## src/inc/sil_map.svh

```systemverilog
`ifndef SIL_MAP_SVH
`define SIL_MAP_SVH

// Register offsets (7-bit register address space)
`define SIL_OFS_MOM_SEL 7'h6F
`define SIL_OFS_MOM_STAT 7'h70
`define SIL_OFS_LATCHED 7'h71
`define SIL_OFS_IRQ_EN 7'h72
`define SIL_OFS_CTRL 7'h73
`define SIL_OFS_OUT_EN_1 7'h74
`define SIL_OFS_SYSREF_CFG 7'h75
`define SIL_OFS_OUT_EN_2 7'h76
`define SIL_OFS_SYSREF_CNT 7'h77
`define SIL_OFS_FORBIDDEN 7'h78

// Control register fields
`define SIL_CTRL_DIV_INIT 0
`define SIL_CTRL_REARM 1
`define SIL_CTRL_CAL 2
`define SIL_CTRL_RELEASE 3
`define SIL_CTRL_FORCE 4
`define SIL_CTRL_BYPASS 5
`define SIL_CTRL_LOL_MASK 6

// Sysref configuration fields
`define SIL_SRC_SEL 0
`define SIL_RUN_MODE 1

// Latched / enable field positions
`define SIL_EV_CLK0 0
`define SIL_EV_CLK1 1
`define SIL_EV_VCXO 2
`define SIL_EV_SYNTH 3
`define SIL_EV_HOLD 4
`define SIL_EV_REF 5
`define SIL_EV_W 6

// Reset values
`define SIL_RST_CTRL 8'h10
`define SIL_RST_OUT_EN 8'h00
`define SIL_RST_IRQ_EN 6'h00
`define SIL_RST_SYSREF_CFG 2'h0
`define SIL_RST_SYSREF_CNT 8'h01
`define SIL_RST_VCXO_BUF 1'b1

// Timing
`define SIL_CLK_PERIOD_NS 40
`define SIL_INIT_TIME_NS 640
`define SIL_INIT_CYCLES \
    ((`SIL_INIT_TIME_NS + `SIL_CLK_PERIOD_NS - 1) / `SIL_CLK_PERIOD_NS)

`endif

```

## src/inc/sil_pkg.sv

```systemverilog
package sil_pkg;

    typedef logic [7:0] sil_byte_t;
    typedef logic [5:0] sil_event_t;

    typedef enum logic [2:0] {
        SIL_REL_IDLE = 3'b001,
        SIL_REL_WAIT_EDGE = 3'b010,
        SIL_REL_FIRE = 3'b100
    } sil_rel_e;

    // Reference input modes
    typedef enum logic [1:0] {
        SIL_MODE_MANUAL = 2'b00,
        SIL_MODE_SHORT_HOLD = 2'b01,
        SIL_MODE_AUTO_HOLD = 2'b10,
        SIL_MODE_AUTO = 2'b11
    } sil_mode_e;

endpackage

```

## src/design/sil_sticky.sv

```systemverilog
`timescale 1ns/1ps
module sil_sticky
    import sil_pkg::*;
(
    input wire logic clk_i, // Register clock
    input wire logic reset_i, // Async reset, active high
    input wire logic ce_i, // Clock enable
    input wire sil_event_t cond_i, // Fault conditions, level
    input wire sil_event_t clr_i, // Write-1 clear strobes
    output sil_event_t lat_o // Latched flags
);

    sil_event_t next_lat;

    // Set beats clear so a persisting fault re-arms at once
    assign next_lat = cond_i | (lat_o & ~clr_i);

    always_ff @(posedge clk_i or posedge reset_i) begin
        if (reset_i) begin
            lat_o <= '0;
        end else if (ce_i) begin
            lat_o <= next_lat;
        end
    end
endmodule

```

## src/design/sil_selfclr.sv

```systemverilog
`timescale 1ns/1ps
module sil_selfclr
    import sil_pkg::*;
#(
    parameter logic [7:0] LEN = 8'h01
) (
    input wire logic clk_i, // Register clock
    input wire logic reset_i, // Async reset, active high
    input wire logic ce_i, // Clock enable
    input wire logic start_i, // Write of 1 to the bit
    output logic busy_o // High for LEN cycles
);

    logic [7:0] cnt;
    logic [7:0] next_cnt;

    // A restart while busy stretches the action
    assign next_cnt = start_i ? LEN
                    : (cnt != 8'h00) ? cnt - 8'h01 : 8'h00;
    assign busy_o = (cnt != 8'h00);

    always_ff @(posedge clk_i or posedge reset_i) begin
        if (reset_i) begin
            cnt <= 8'h00;
        end else if (ce_i) begin
            cnt <= next_cnt;
        end
    end
endmodule

```

## src/design/sil_ctrl.sv

```systemverilog
`timescale 1ns/1ps
`include "sil_map.svh"

module sil_ctrl
    import sil_pkg::*;
(
    input wire logic clk_i, // Register clock, 25 MHz
    input wire logic reset_i, // Power-on reset, async, active high
    input wire logic ce_i, // Clock enable, freezes all state
    input wire logic reg_wr_i, // Register write strobe
    input wire logic reg_rd_i, // Register read strobe
    input wire logic [6:0] reg_addr_i, // Register address
    input wire logic [7:0] reg_wdata_i, // Write data
    output sil_byte_t reg_rdata_o, // Read data, one cycle after strobe
    input wire logic clk0_active_i, // Input 0 active
    input wire logic clk1_active_i, // Input 1 active
    input wire logic vcxo_locked_i, // VCXO-PLL locked
    input wire logic synth_locked_i, // Synthesizer PLL locked
    input wire logic holdover_i, // Device in holdover
    input wire logic vco_cal_done_i, // VCO calibration completed
    input wire logic [1:0] input_sel_i, // Selected input
    input wire logic [1:0] input_mode_i, // Input selection mode
    input wire logic ext_sysref_in_i, // External sysref trigger
    output logic irq_out_n_o, // Interrupt, active low
    output logic lock_o, // Combined lock
    output logic vcxo_ctrl_force_o, // Hold VCXO voltage at mid-supply
    output logic vcxo_pll_bypass_o, // VCXO-PLL bypass
    output logic vcxo_buf_en_o, // VCXO buffer output enable
    output sil_byte_t clk_out_en_o, // Clock output enables
    output sil_byte_t sysref_out_en_o, // Sysref output enables
    output logic divider_init_o, // Divider init running
    output logic outputs_low_o, // Force clock/sysref outputs low
    output logic pll_rearm_o, // Pll_rearm pulse
    output logic vco_calibrate_o, // Calibration pulse
    output logic sysref_start_o, // Sysref sequence start pulse
    output logic sysref_run_mode_o, // 1 continuous, 0 counted
    output sil_byte_t sysref_pulse_count_o // Pulse count for sequence
);

    localparam logic [7:0] INIT_LEN = 8'(`SIL_INIT_CYCLES);

    // Reference validity per input selection mode
    function automatic logic ref_ok(input logic [1:0] mode,
                                    input logic [1:0] sel,
                                    input logic c0,
                                    input logic c1,
                                    input logic hold);
        logic any_in;
        logic sel_in;
        any_in = c0 | c1;
        sel_in = (sel == 2'b00) ? c0 : (sel == 2'b01) ? c1 : 1'b0;
        case (mode)
            SIL_MODE_MANUAL: ref_ok = sel_in;
            SIL_MODE_SHORT_HOLD: ref_ok = sel_in;
            SIL_MODE_AUTO_HOLD: ref_ok = any_in & ~hold;
            SIL_MODE_AUTO: ref_ok = any_in;
            default: ref_ok = 1'b0;
        endcase
    endfunction

    function automatic logic hit(input logic [6:0] addr,
                                 input logic [6:0] ofs);
        hit = (addr == ofs);
    endfunction

    sil_byte_t ctrl;
    sil_event_t irq_en;
    logic [1:0] sysref_cfg;
    sil_byte_t sysref_cnt;
    sil_event_t latched;
    sil_rel_e rel_state;
    sil_rel_e next_rel_state;
    logic ext_prev;

    // Writes at or above the forbidden boundary are dropped
    wire wr_ok = reg_wr_i && (reg_addr_i < `SIL_OFS_FORBIDDEN);
    wire wr_ctrl = wr_ok && hit(reg_addr_i, `SIL_OFS_CTRL);
    wire wr_lat = wr_ok && hit(reg_addr_i, `SIL_OFS_LATCHED);
    wire wr_ien = wr_ok && hit(reg_addr_i, `SIL_OFS_IRQ_EN);
    wire wr_oe1 = wr_ok && hit(reg_addr_i, `SIL_OFS_OUT_EN_1);
    wire wr_oe2 = wr_ok && hit(reg_addr_i, `SIL_OFS_OUT_EN_2);
    wire wr_scfg = wr_ok && hit(reg_addr_i, `SIL_OFS_SYSREF_CFG);
    wire wr_scnt = wr_ok && hit(reg_addr_i, `SIL_OFS_SYSREF_CNT);

    wire init_go = wr_ctrl && reg_wdata_i[`SIL_CTRL_DIV_INIT];
    wire rearm_go = wr_ctrl && reg_wdata_i[`SIL_CTRL_REARM];
    wire cal_go = wr_ctrl && reg_wdata_i[`SIL_CTRL_CAL];
    wire rel_go = wr_ctrl && reg_wdata_i[`SIL_CTRL_RELEASE];

    wire ref_valid = ref_ok(input_mode_i, input_sel_i, clk0_active_i,
                            clk1_active_i, holdover_i);

    // Momentary view: 1 means good, as seen at this instant
    wire [7:0] mom_stat = {1'b0, vco_cal_done_i, ref_valid, ~holdover_i,
                           synth_locked_i, vcxo_locked_i, clk1_active_i,
                           clk0_active_i};
    wire [7:0] mom_sel = {6'h00, input_sel_i};

    // Latched flags hold faults, so 1 means the fault was seen
    wire [5:0] fault = {~ref_valid, holdover_i, ~synth_locked_i,
                        ~vcxo_locked_i, ~clk1_active_i, ~clk0_active_i};
    wire [5:0] lat_clr = wr_lat ? reg_wdata_i[5:0] : 6'h00;

    sil_sticky u_sticky (
        .clk_i(clk_i),
        .reset_i(reset_i),
        .ce_i(ce_i),
        .cond_i(fault),
        .clr_i(lat_clr),
        .lat_o(latched)
    );

    sil_selfclr #(.LEN(INIT_LEN)) u_init (
        .clk_i(clk_i),
        .reset_i(reset_i),
        .ce_i(ce_i),
        .start_i(init_go),
        .busy_o(divider_init_o)
    );

    sil_selfclr #(.LEN(8'h01)) u_rearm (
        .clk_i(clk_i),
        .reset_i(reset_i),
        .ce_i(ce_i),
        .start_i(rearm_go),
        .busy_o(pll_rearm_o)
    );

    sil_selfclr #(.LEN(8'h01)) u_cal (
        .clk_i(clk_i),
        .reset_i(reset_i),
        .ce_i(ce_i),
        .start_i(cal_go),
        .busy_o(vco_calibrate_o)
    );

    assign outputs_low_o = divider_init_o;

    // Interrupt and lock, registered for clean pins
    wire irq_any = |(latched & irq_en);
    wire vcxo_ignored = ctrl[`SIL_CTRL_LOL_MASK]
                      | ctrl[`SIL_CTRL_BYPASS];
    wire next_lock = ~latched[`SIL_EV_SYNTH]
                   & (vcxo_ignored | ~latched[`SIL_EV_VCXO]);

    always_ff @(posedge clk_i or posedge reset_i) begin
        if (reset_i) begin
            irq_out_n_o <= 1'b1;
            lock_o <= 1'b0;
        end else if (ce_i) begin
            irq_out_n_o <= ~irq_any;
            lock_o <= next_lock;
        end
    end

    // Persistent control bits; self-clearing ones are not stored
    wire [7:0] ctrl_keep = (8'h01 << `SIL_CTRL_FORCE)
                         | (8'h01 << `SIL_CTRL_BYPASS)
                         | (8'h01 << `SIL_CTRL_LOL_MASK);

    always_ff @(posedge clk_i or posedge reset_i) begin
        if (reset_i) begin
            ctrl <= `SIL_RST_CTRL;
            irq_en <= `SIL_RST_IRQ_EN;
            clk_out_en_o <= `SIL_RST_OUT_EN;
            sysref_out_en_o <= `SIL_RST_OUT_EN;
            sysref_cfg <= `SIL_RST_SYSREF_CFG;
            sysref_cnt <= `SIL_RST_SYSREF_CNT;
        end else if (ce_i) begin
            if (wr_ctrl) begin
                ctrl <= reg_wdata_i & ctrl_keep;
            end
            if (wr_ien) begin
                irq_en <= reg_wdata_i[5:0];
            end
            if (wr_oe1) begin
                clk_out_en_o <= reg_wdata_i;
            end
            if (wr_oe2) begin
                sysref_out_en_o <= reg_wdata_i;
            end
            if (wr_scfg) begin
                sysref_cfg <= reg_wdata_i[1:0];
            end
            if (wr_scnt) begin
                sysref_cnt <= reg_wdata_i;
            end
        end
    end

    assign vcxo_ctrl_force_o = ctrl[`SIL_CTRL_FORCE];
    assign vcxo_pll_bypass_o = ctrl[`SIL_CTRL_BYPASS];
    assign vcxo_buf_en_o = `SIL_RST_VCXO_BUF;

    // Sysref release sequencing
    wire ext_rise = ext_sysref_in_i & ~ext_prev;
    wire fire_now = (rel_state == SIL_REL_FIRE && !divider_init_o)
                  || (rel_state == SIL_REL_WAIT_EDGE && ext_rise);

    always_comb begin
        next_rel_state = rel_state;
        case (rel_state)
            SIL_REL_IDLE: begin
                if (rel_go) begin
                    next_rel_state = sysref_cfg[`SIL_SRC_SEL]
                                   ? SIL_REL_WAIT_EDGE : SIL_REL_FIRE;
                end
            end
            SIL_REL_WAIT_EDGE: begin
                if (ext_rise) begin
                    next_rel_state = SIL_REL_IDLE;
                end
            end
            SIL_REL_FIRE: begin
                // Pulses wait for dividers to finish syncing
                if (!divider_init_o) begin
                    next_rel_state = SIL_REL_IDLE;
                end
            end
            default: next_rel_state = SIL_REL_IDLE;
        endcase
    end

    always_ff @(posedge clk_i or posedge reset_i) begin
        if (reset_i) begin
            rel_state <= SIL_REL_IDLE;
            ext_prev <= 1'b0;
            sysref_start_o <= 1'b0;
            sysref_run_mode_o <= 1'b0;
            sysref_pulse_count_o <= `SIL_RST_SYSREF_CNT;
        end else if (ce_i) begin
            rel_state <= next_rel_state;
            ext_prev <= ext_sysref_in_i;
            sysref_start_o <= fire_now;
            if (fire_now) begin
                sysref_run_mode_o <= sysref_cfg[`SIL_RUN_MODE];
                sysref_pulse_count_o <= sysref_cnt;
            end
        end
    end

    // Readback; self-clearing bits show activity in progress
    wire [7:0] ctrl_view = ctrl
        | {4'h0, rel_state != SIL_REL_IDLE, vco_calibrate_o, pll_rearm_o,
           divider_init_o};
    wire [7:0] rd_mux =
        hit(reg_addr_i, `SIL_OFS_MOM_SEL) ? mom_sel :
        hit(reg_addr_i, `SIL_OFS_MOM_STAT) ? mom_stat :
        hit(reg_addr_i, `SIL_OFS_LATCHED) ? {2'b00, latched} :
        hit(reg_addr_i, `SIL_OFS_IRQ_EN) ? {2'b00, irq_en} :
        hit(reg_addr_i, `SIL_OFS_CTRL) ? ctrl_view :
        hit(reg_addr_i, `SIL_OFS_OUT_EN_1) ? clk_out_en_o :
        hit(reg_addr_i, `SIL_OFS_SYSREF_CFG) ? {6'h00, sysref_cfg} :
        hit(reg_addr_i, `SIL_OFS_OUT_EN_2) ? sysref_out_en_o :
        hit(reg_addr_i, `SIL_OFS_SYSREF_CNT) ? sysref_cnt : 8'h00;

    always_ff @(posedge clk_i or posedge reset_i) begin
        if (reset_i) begin
            reg_rdata_o <= 8'h00;
        end else if (ce_i && reg_rd_i) begin
            reg_rdata_o <= rd_mux;
        end
    end
endmodule

```

## config.mk

```make
export PLATFORM = sky130hd
export DESIGN_NAME = sil_ctrl
export DESIGN_NICKNAME = d
export VERILOG_FILES = /design/src/inc/sil_pkg.sv /design/src/design/sil_sticky.sv /design/src/design/sil_selfclr.sv /design/src/design/sil_ctrl.sv
export VERILOG_INCLUDE_DIRS = /design/src /design/src/inc
export SDC_FILE = /design/constraint.sdc
export NUM_CORES = 1
export LEC_CHECK = 0
export BUFFER_PORTS_ARGS = -buffer_cell sky130_fd_sc_hd__buf_2
export CAP_MARGIN = 15
export CELL_PAD_IN_SITES_DETAIL_PLACEMENT = 0
export CELL_PAD_IN_SITES_GLOBAL_PLACEMENT = 1
export CORE_MARGIN = 3
export CORE_UTILIZATION = 40
export CTS_BUF_LIST = sky130_fd_sc_hd__clkbuf_16
export DETAILED_ROUTE_END_ITERATION = 7
export PLACE_DENSITY = 0.8
export SLEW_MARGIN = 20
export SYNTH_ARGS = -nofsm -noshare
export SYNTH_HDL_FRONTEND = slang
export SYNTH_SLANG_ARGS = --single-unit
```

## constraint.sdc

```tcl
create_clock -name clk_i -period 2.3 [get_ports clk_i]
set_input_delay 0.23 -clock clk_i [delete_from_list [all_inputs] [get_ports clk_i]]
set_output_delay 0.23 -clock clk_i [all_outputs]
set_load 0.1 [all_outputs]
```

==> Word level (Yosys, flattened, before mapping) <==
Index checks and enable logic that the tools add are counted.
{ "classes": {"n_addsub": 3, "n_bitwise": 21, "eq_ne": 20, "mux": 24, "magnitude_cmp": 1, "n_reduce_logical": 32} }
{ "op_table": {"columns": ["op", "count"], "rows": [
  ["$mux 8", 15],
  ["$eq 7x7->1 const B", 9],
  ["$reduce_bool 8->1", 3],
  ["$sub 8x1->8 const B", 3],
  ["$logic_and 1x1->1", 15],
  ["$reduce_and 2->1", 7],
  ["$and 6x6->6", 2],
  ["$mux 3", 4],
  ["$not 1->1", 10],
  ["$pmux 3 s3", 1],
  ["$lt 7x7->1 const B", 1],
  ["$or 7x4->7", 1],
  ["$mux 6", 1],
  ["$ne 2x2->1 const B", 3],
  ["$not 6->6", 1],
  ["$or 6x6->6", 1],
  ["$reduce_or 6->1", 1],
  ["$eq 2x1->1 const B", 2],
  ["$eq 2x2->1 const B", 2],
  ["$logic_not 2->1", 2],
  ["$reduce_and 4->1", 1],
  ["$and 1x1->1", 3],
  ["$eq 3x1->1 const B", 1],
  ["$eq 3x2->1 const B", 1],
  ["8 further kinds", 11]
]} }
{ "word_totals": {"out_inout_bits": 43, "reg_bits": 89} }

==> Longest topological paths before layout <==
{ "logic_depth": {"ltp_word": 10, "mapped_depth": 8, "mapped_depth_nobuf": 7} }

==> Modules after synthesis <==
A second synthesis with hierarchy kept.
{ "hier_totals": {"cells_unflattened": 437, "hier_area_um2": 4725.8} }
{ "by_module_without_submodules": {"columns": ["mod", "n_inst", "area_each_um2", "cells_each"], "rows": [
  ["sil_ctrl", 1, 3113.0, 274],
  ["sil_selfclr at u_cal ...", 2, 454.2, 47],
  ["sil_selfclr at u_init", 1, 461.7, 49],
  ["sil_sticky", 1, 242.7, 20]
]} }

==> Worst setup path before layout <==
Ideal clock, no wire load.
{ "synth_path": {"kind": "register -> register", "startpoint": "register u_cal.cnt[3]", "endpoint": "register u_cal.cnt[0]", "t_arrival_ps": 1972, "setup_time_ps": 136, "path_buffers": 0, "setup_slack_ps": 193, "path_stages_with_launch": 6, "period_less_slack_ps": 2107, "cell_sequence": "dfrtp_1 -> or4_1 -> nor3_2 -> inv_1 -> a22oi_1 -> a21oi_1"} }
{ "synth_via": {"elab_chain_len": 3} }
{ "synth_rtl": {"columns": ["element", "line_no", "text"], "rows": [
  ["from (decl)", "sil_selfclr.sv:14", "logic [7:0] cnt;"],
  ["from (signal assigned)", "sil_selfclr.sv:26", "cnt <= next_cnt;"],
  ["$reduce_bool 8->1", null, null],
  ["via vco_calibrate_o", "sil_ctrl.sv:34", "output logic vco_calibrate_o,"],
  ["$mux 8", "sil_selfclr.sv:19", ": (cnt != 8'h00) ? cnt - 8'h01 : 8'h00;"],
  ["$mux 8", "sil_selfclr.sv:18", "assign next_cnt = start_i ? LEN"]
]} }
The timed path passes the listed nets, and every way through them passes these cells.
A chain may end at the register's enable or synchronous reset.

==> Final worst setup path <==
{ "layout_path": {"startpoint": "register u_cal.cnt[3]", "endpoint": "output port vco_calibrate_o"} }
{ "layout_via": {"elab_chain_len": 1} }
{ "layout_rtl": {"columns": ["element", "line_no", "text"], "rows": [
  ["$reduce_bool 8->1", "sil_selfclr.sv:20", "assign busy_o = (cnt != 8'h00);"],
  ["to (decl)", "sil_ctrl.sv:34", null]
]} }
No other way between the ends.

==> run summary <==
cts hold-fix bufs = 0
Max clock buf depth = 2
crit path kind = flip-flop to output port
clock buffer count from CTS = 9
DIE AREA = 12700 um2
Met1 Wirelength = 5620 um
Buffers on Ports = 72
Setup Buffers After CTS = 0
Main synth FF type = dfrtp_1
Via density = 5.69
Via Count = 3744
vias in the first global route = 3788
max incr delay on CP = 0.62 ns
EDFF count, synth = 0
Synth-to-Final Area Change = 20.1%
layout cells sized above 1 = 34.2%
Final Hold Fails = 0
diode count = 0
Die Ht = 113 um
Max Clock Skew = 0.00873 ns
reg2reg start = u_init.cnt[0]
gpl congestion = 0.897
Mapped Cells = 431
Max Cap Viol = 0
Rel. slew slack = 57.5%
final setup TNS = 0 ns
routed wire length = 12100 um
Critical Path Slowest Stage Cell = or4_1
register area share after synthesis = 48.9%
fill count = 995
worst-path fanout max = 5
fmax = 449 MHz
clk_lat worst skew = 0.34 ns
crit path cell chain = or4_1 -> nor3_4 -> inv_1 -> clkbuf_4
Mapped Area = 4570 um2
Inst Count DP = 642
Worst-path clk slew = 0.06 ns
H-tree Lvls = 3
Tcrit/Tclk final = 96.9%
DR WL/cell = 18.3 um
measured slew at the worst slew-check pin = 0.631 ns
Syn Nets = 467
DRC violations left = 0
CTS tree = yes
FF-to-FF setup slack = 0.35 ns
count of cell types in the netlist = 63
RSZ-0062 raised after global routing = no
synth warn = 0
highest routed layer = met4
gr ovfl total = 0
hold_ws = 0.0229 ns
CP Capture Type = output port
Clock Tree Root = clkbuf_16
core area = 11000 um2
Crit path depth = 4
reg2reg end = sysref_run_mode_o
IO Pins = 74
GR Util All Layers = 19.4%
initial antenna violation count = 0
status = completed
Initial DRC Count = 195
Antenna Nets Post-Route = 0
critical path arrival = 2.00 ns
Pre-Repair DR Iteration Count = 4
Final setup viols = 0
power per cell area = 812 nW/um2
Max VDD drop = 0.330 mV
Rows = 38
first-pass GRT wire length = 19700 um
starting density of the core = 41.6%
Seq cells post-synth = 89
fraction of registers with async set/reset = 100%
Layout Cells excl Fill = 658
chip width = 113 um
worst r2r path cells = 8
detailed-routed wire length on met2 = 5600 um
Worst EP required = 2.07 ns
Synth Area per Inst = 10.6 um2
Max Slew Vio Count = 0
clock sink count = 89
NumNets Final = 549
minimum clock period after layout = 2.23 ns
hpwl dp = 8780 um
Crit path max-delay family = simple AND/OR/NAND/NOR gates
largest net degree at the start of global routing = 90
WL met3 = 592 um
Leak = 2.59 nW
CP bufs+invs = 2
Power Total = 4.45 mW
CP Launch Type = flip-flop
HP Class = input pin to asynchronous set/reset pin
layer usage:
| layer | up-vias | track usage (%) |
|---|---|---|
| li1 | 1749 | - |
| met1 | 1867 | 27.4 |
| met2 | 110 | 29.6 |
| met3 | 18 | 3.37 |
| met4 | 0 | 7.85 |
| met5 | - | 0 |
how the worst max path moves through the flow:
| stage | endpoint | slack [ns] | start |
|---|---|---|---|
| global route | pll_rearm_o | 0.002 | u_rearm.cnt[3] |
| floorplan | u_cal.cnt[0] | 0.19 | u_cal.cnt[3] |
| global placement | vco_calibrate_o | 0.39 | u_cal.cnt[3] |
| detailed placement | sysref_pulse_count_o[5] | 0.36 | u_init.cnt[0] |
| CTS | vco_calibrate_o | 0.03 | u_cal.cnt[3] |
| finish | vco_calibrate_o | 0.07 | u_cal.cnt[3] |
timing repair:
action | CTS | global route
hold endpoints to repair | 0 | 0
setup endpoints to repair | 0 | 1
resized for setup | 0 | 2
through the flow:
stage | setup slack [ns] | util, % | area [um2]
floorplan | 0.193 | - | 4570
finish | 0.0704 | 49.9 | 5480
detailed placement | 0.357 | 47.0 | 5160
global route | 0.00154 | 49.9 | 5480
CTS | 0.0274 | 49.9 | 5480
global placement | 0.387 | 47.0 | 5160
cell usage in the layout, fill, tap and decap left out, drive strengths merged, types with 4 or more instances in the layout:
master / n
a21o: 6
a21oi: 23
a22oi: 6
buf: 91
clkbuf: 10
clkinv: 4
dfrtp: 84
dfstp: 5
ha: 5
inv: 18
mux2: 46
mux2i: 5
nand2: 39
nand2b: 12
nand3: 14
nand4: 4
nor2: 25
nor3: 11
nor4: 8
o21ai: 21
o22ai: 9
o2bb2ai: 9
o31ai: 4
or3: 4
xor2: 4
logic make-up after synthesis:
| logic type | share of synthesized area [%] |
|---|---|
| simple gates | 16.6 |
| xor+xnor | 1.15 |
| compound gates | 14.7 |
| mux | 13.4 |
| fa+ha+maj | 1.37 |
| other cells | 0.0821 |
| flops | 48.9 |
| buf+inv | 3.75 |
layout make-up:
| cell class | count | area, um2 | area share (%) |
|---|---|---|---|
| flip-flops and latches | 89 | 2230 | 40.7 |
| multi-input cells | 303 | 2170 | 39.5 |
| repair buffers | 92 | 526 | 9.58 |
| clock buffers | 9 | 225 | 4.11 |
| well taps | 140 | 175 | 3.19 |
| clock inverters | 7 | 86.3 | 1.57 |
| inverters | 18 | 71.3 | 1.30 |
cells in the mapped netlist, drive strengths merged, types with 4 or more instances:
master / instances / area (um2)
dfrtp: 84 / 2100
mux2: 46 / 518
nand2: 39 / 151
nor2: 25 / 93.8
a21oi: 23 / 115
o21ai: 21 / 105
inv: 18 / 67.6
nand3: 14 / 75.1
buf: 12 / 70.1
nand2b: 12 / 75.1
nor3: 11 / 81.3
clkbuf: 9 / 33.8
o22ai: 9 / 56.3
o2bb2ai: 9 / 78.8
nor4: 8 / 71.3
a21o: 6 / 46.3
a22oi: 6 / 45.0
dfstp: 5 / 131
ha: 5 / 62.6
mux2i: 5 / 50.1
nand4: 4 / 25.0
o31ai: 4 / 30.0
or3: 4 / 25.0
xor2: 4 / 35.0
registers in the layout, summed over array words and instances, names as in the netlist:
name                  cells
irq_out_n_o               1
u_init.cnt                8
sysref_cfg                2
sysref_cnt                8
u_rearm.cnt               8
sysref_start_o            1
lock_o                    1
u_sticky.lat_o            6
reg_rdata_o               8
ctrl                      3
irq_en                    6
clk_out_en_o              8
rel_state                 3
ext_prev                  1
sysref_pulse_count_o      8
u_cal.cnt                 8
sysref_run_mode_o         1
sysref_out_en_o           8
power by group:
group          switching [mW]  internal (mW)
logic                   0.589          0.331
clock network           0.604          0.942
registers               0.197           1.79
total                    1.39           3.07
worst reg2reg max path, cell delays in order, from the launching register on:
cell and delay (ns):
dfrtp_1 0.38, inv_1 0.16, ha_1 0.19, and3_4 0.20, inv_2 0.06, o22ai_1 0.12, nor3b_2 0.17, buf_4 0.21
mux2_2 0.35
Power figures use the tool's default switching activity.
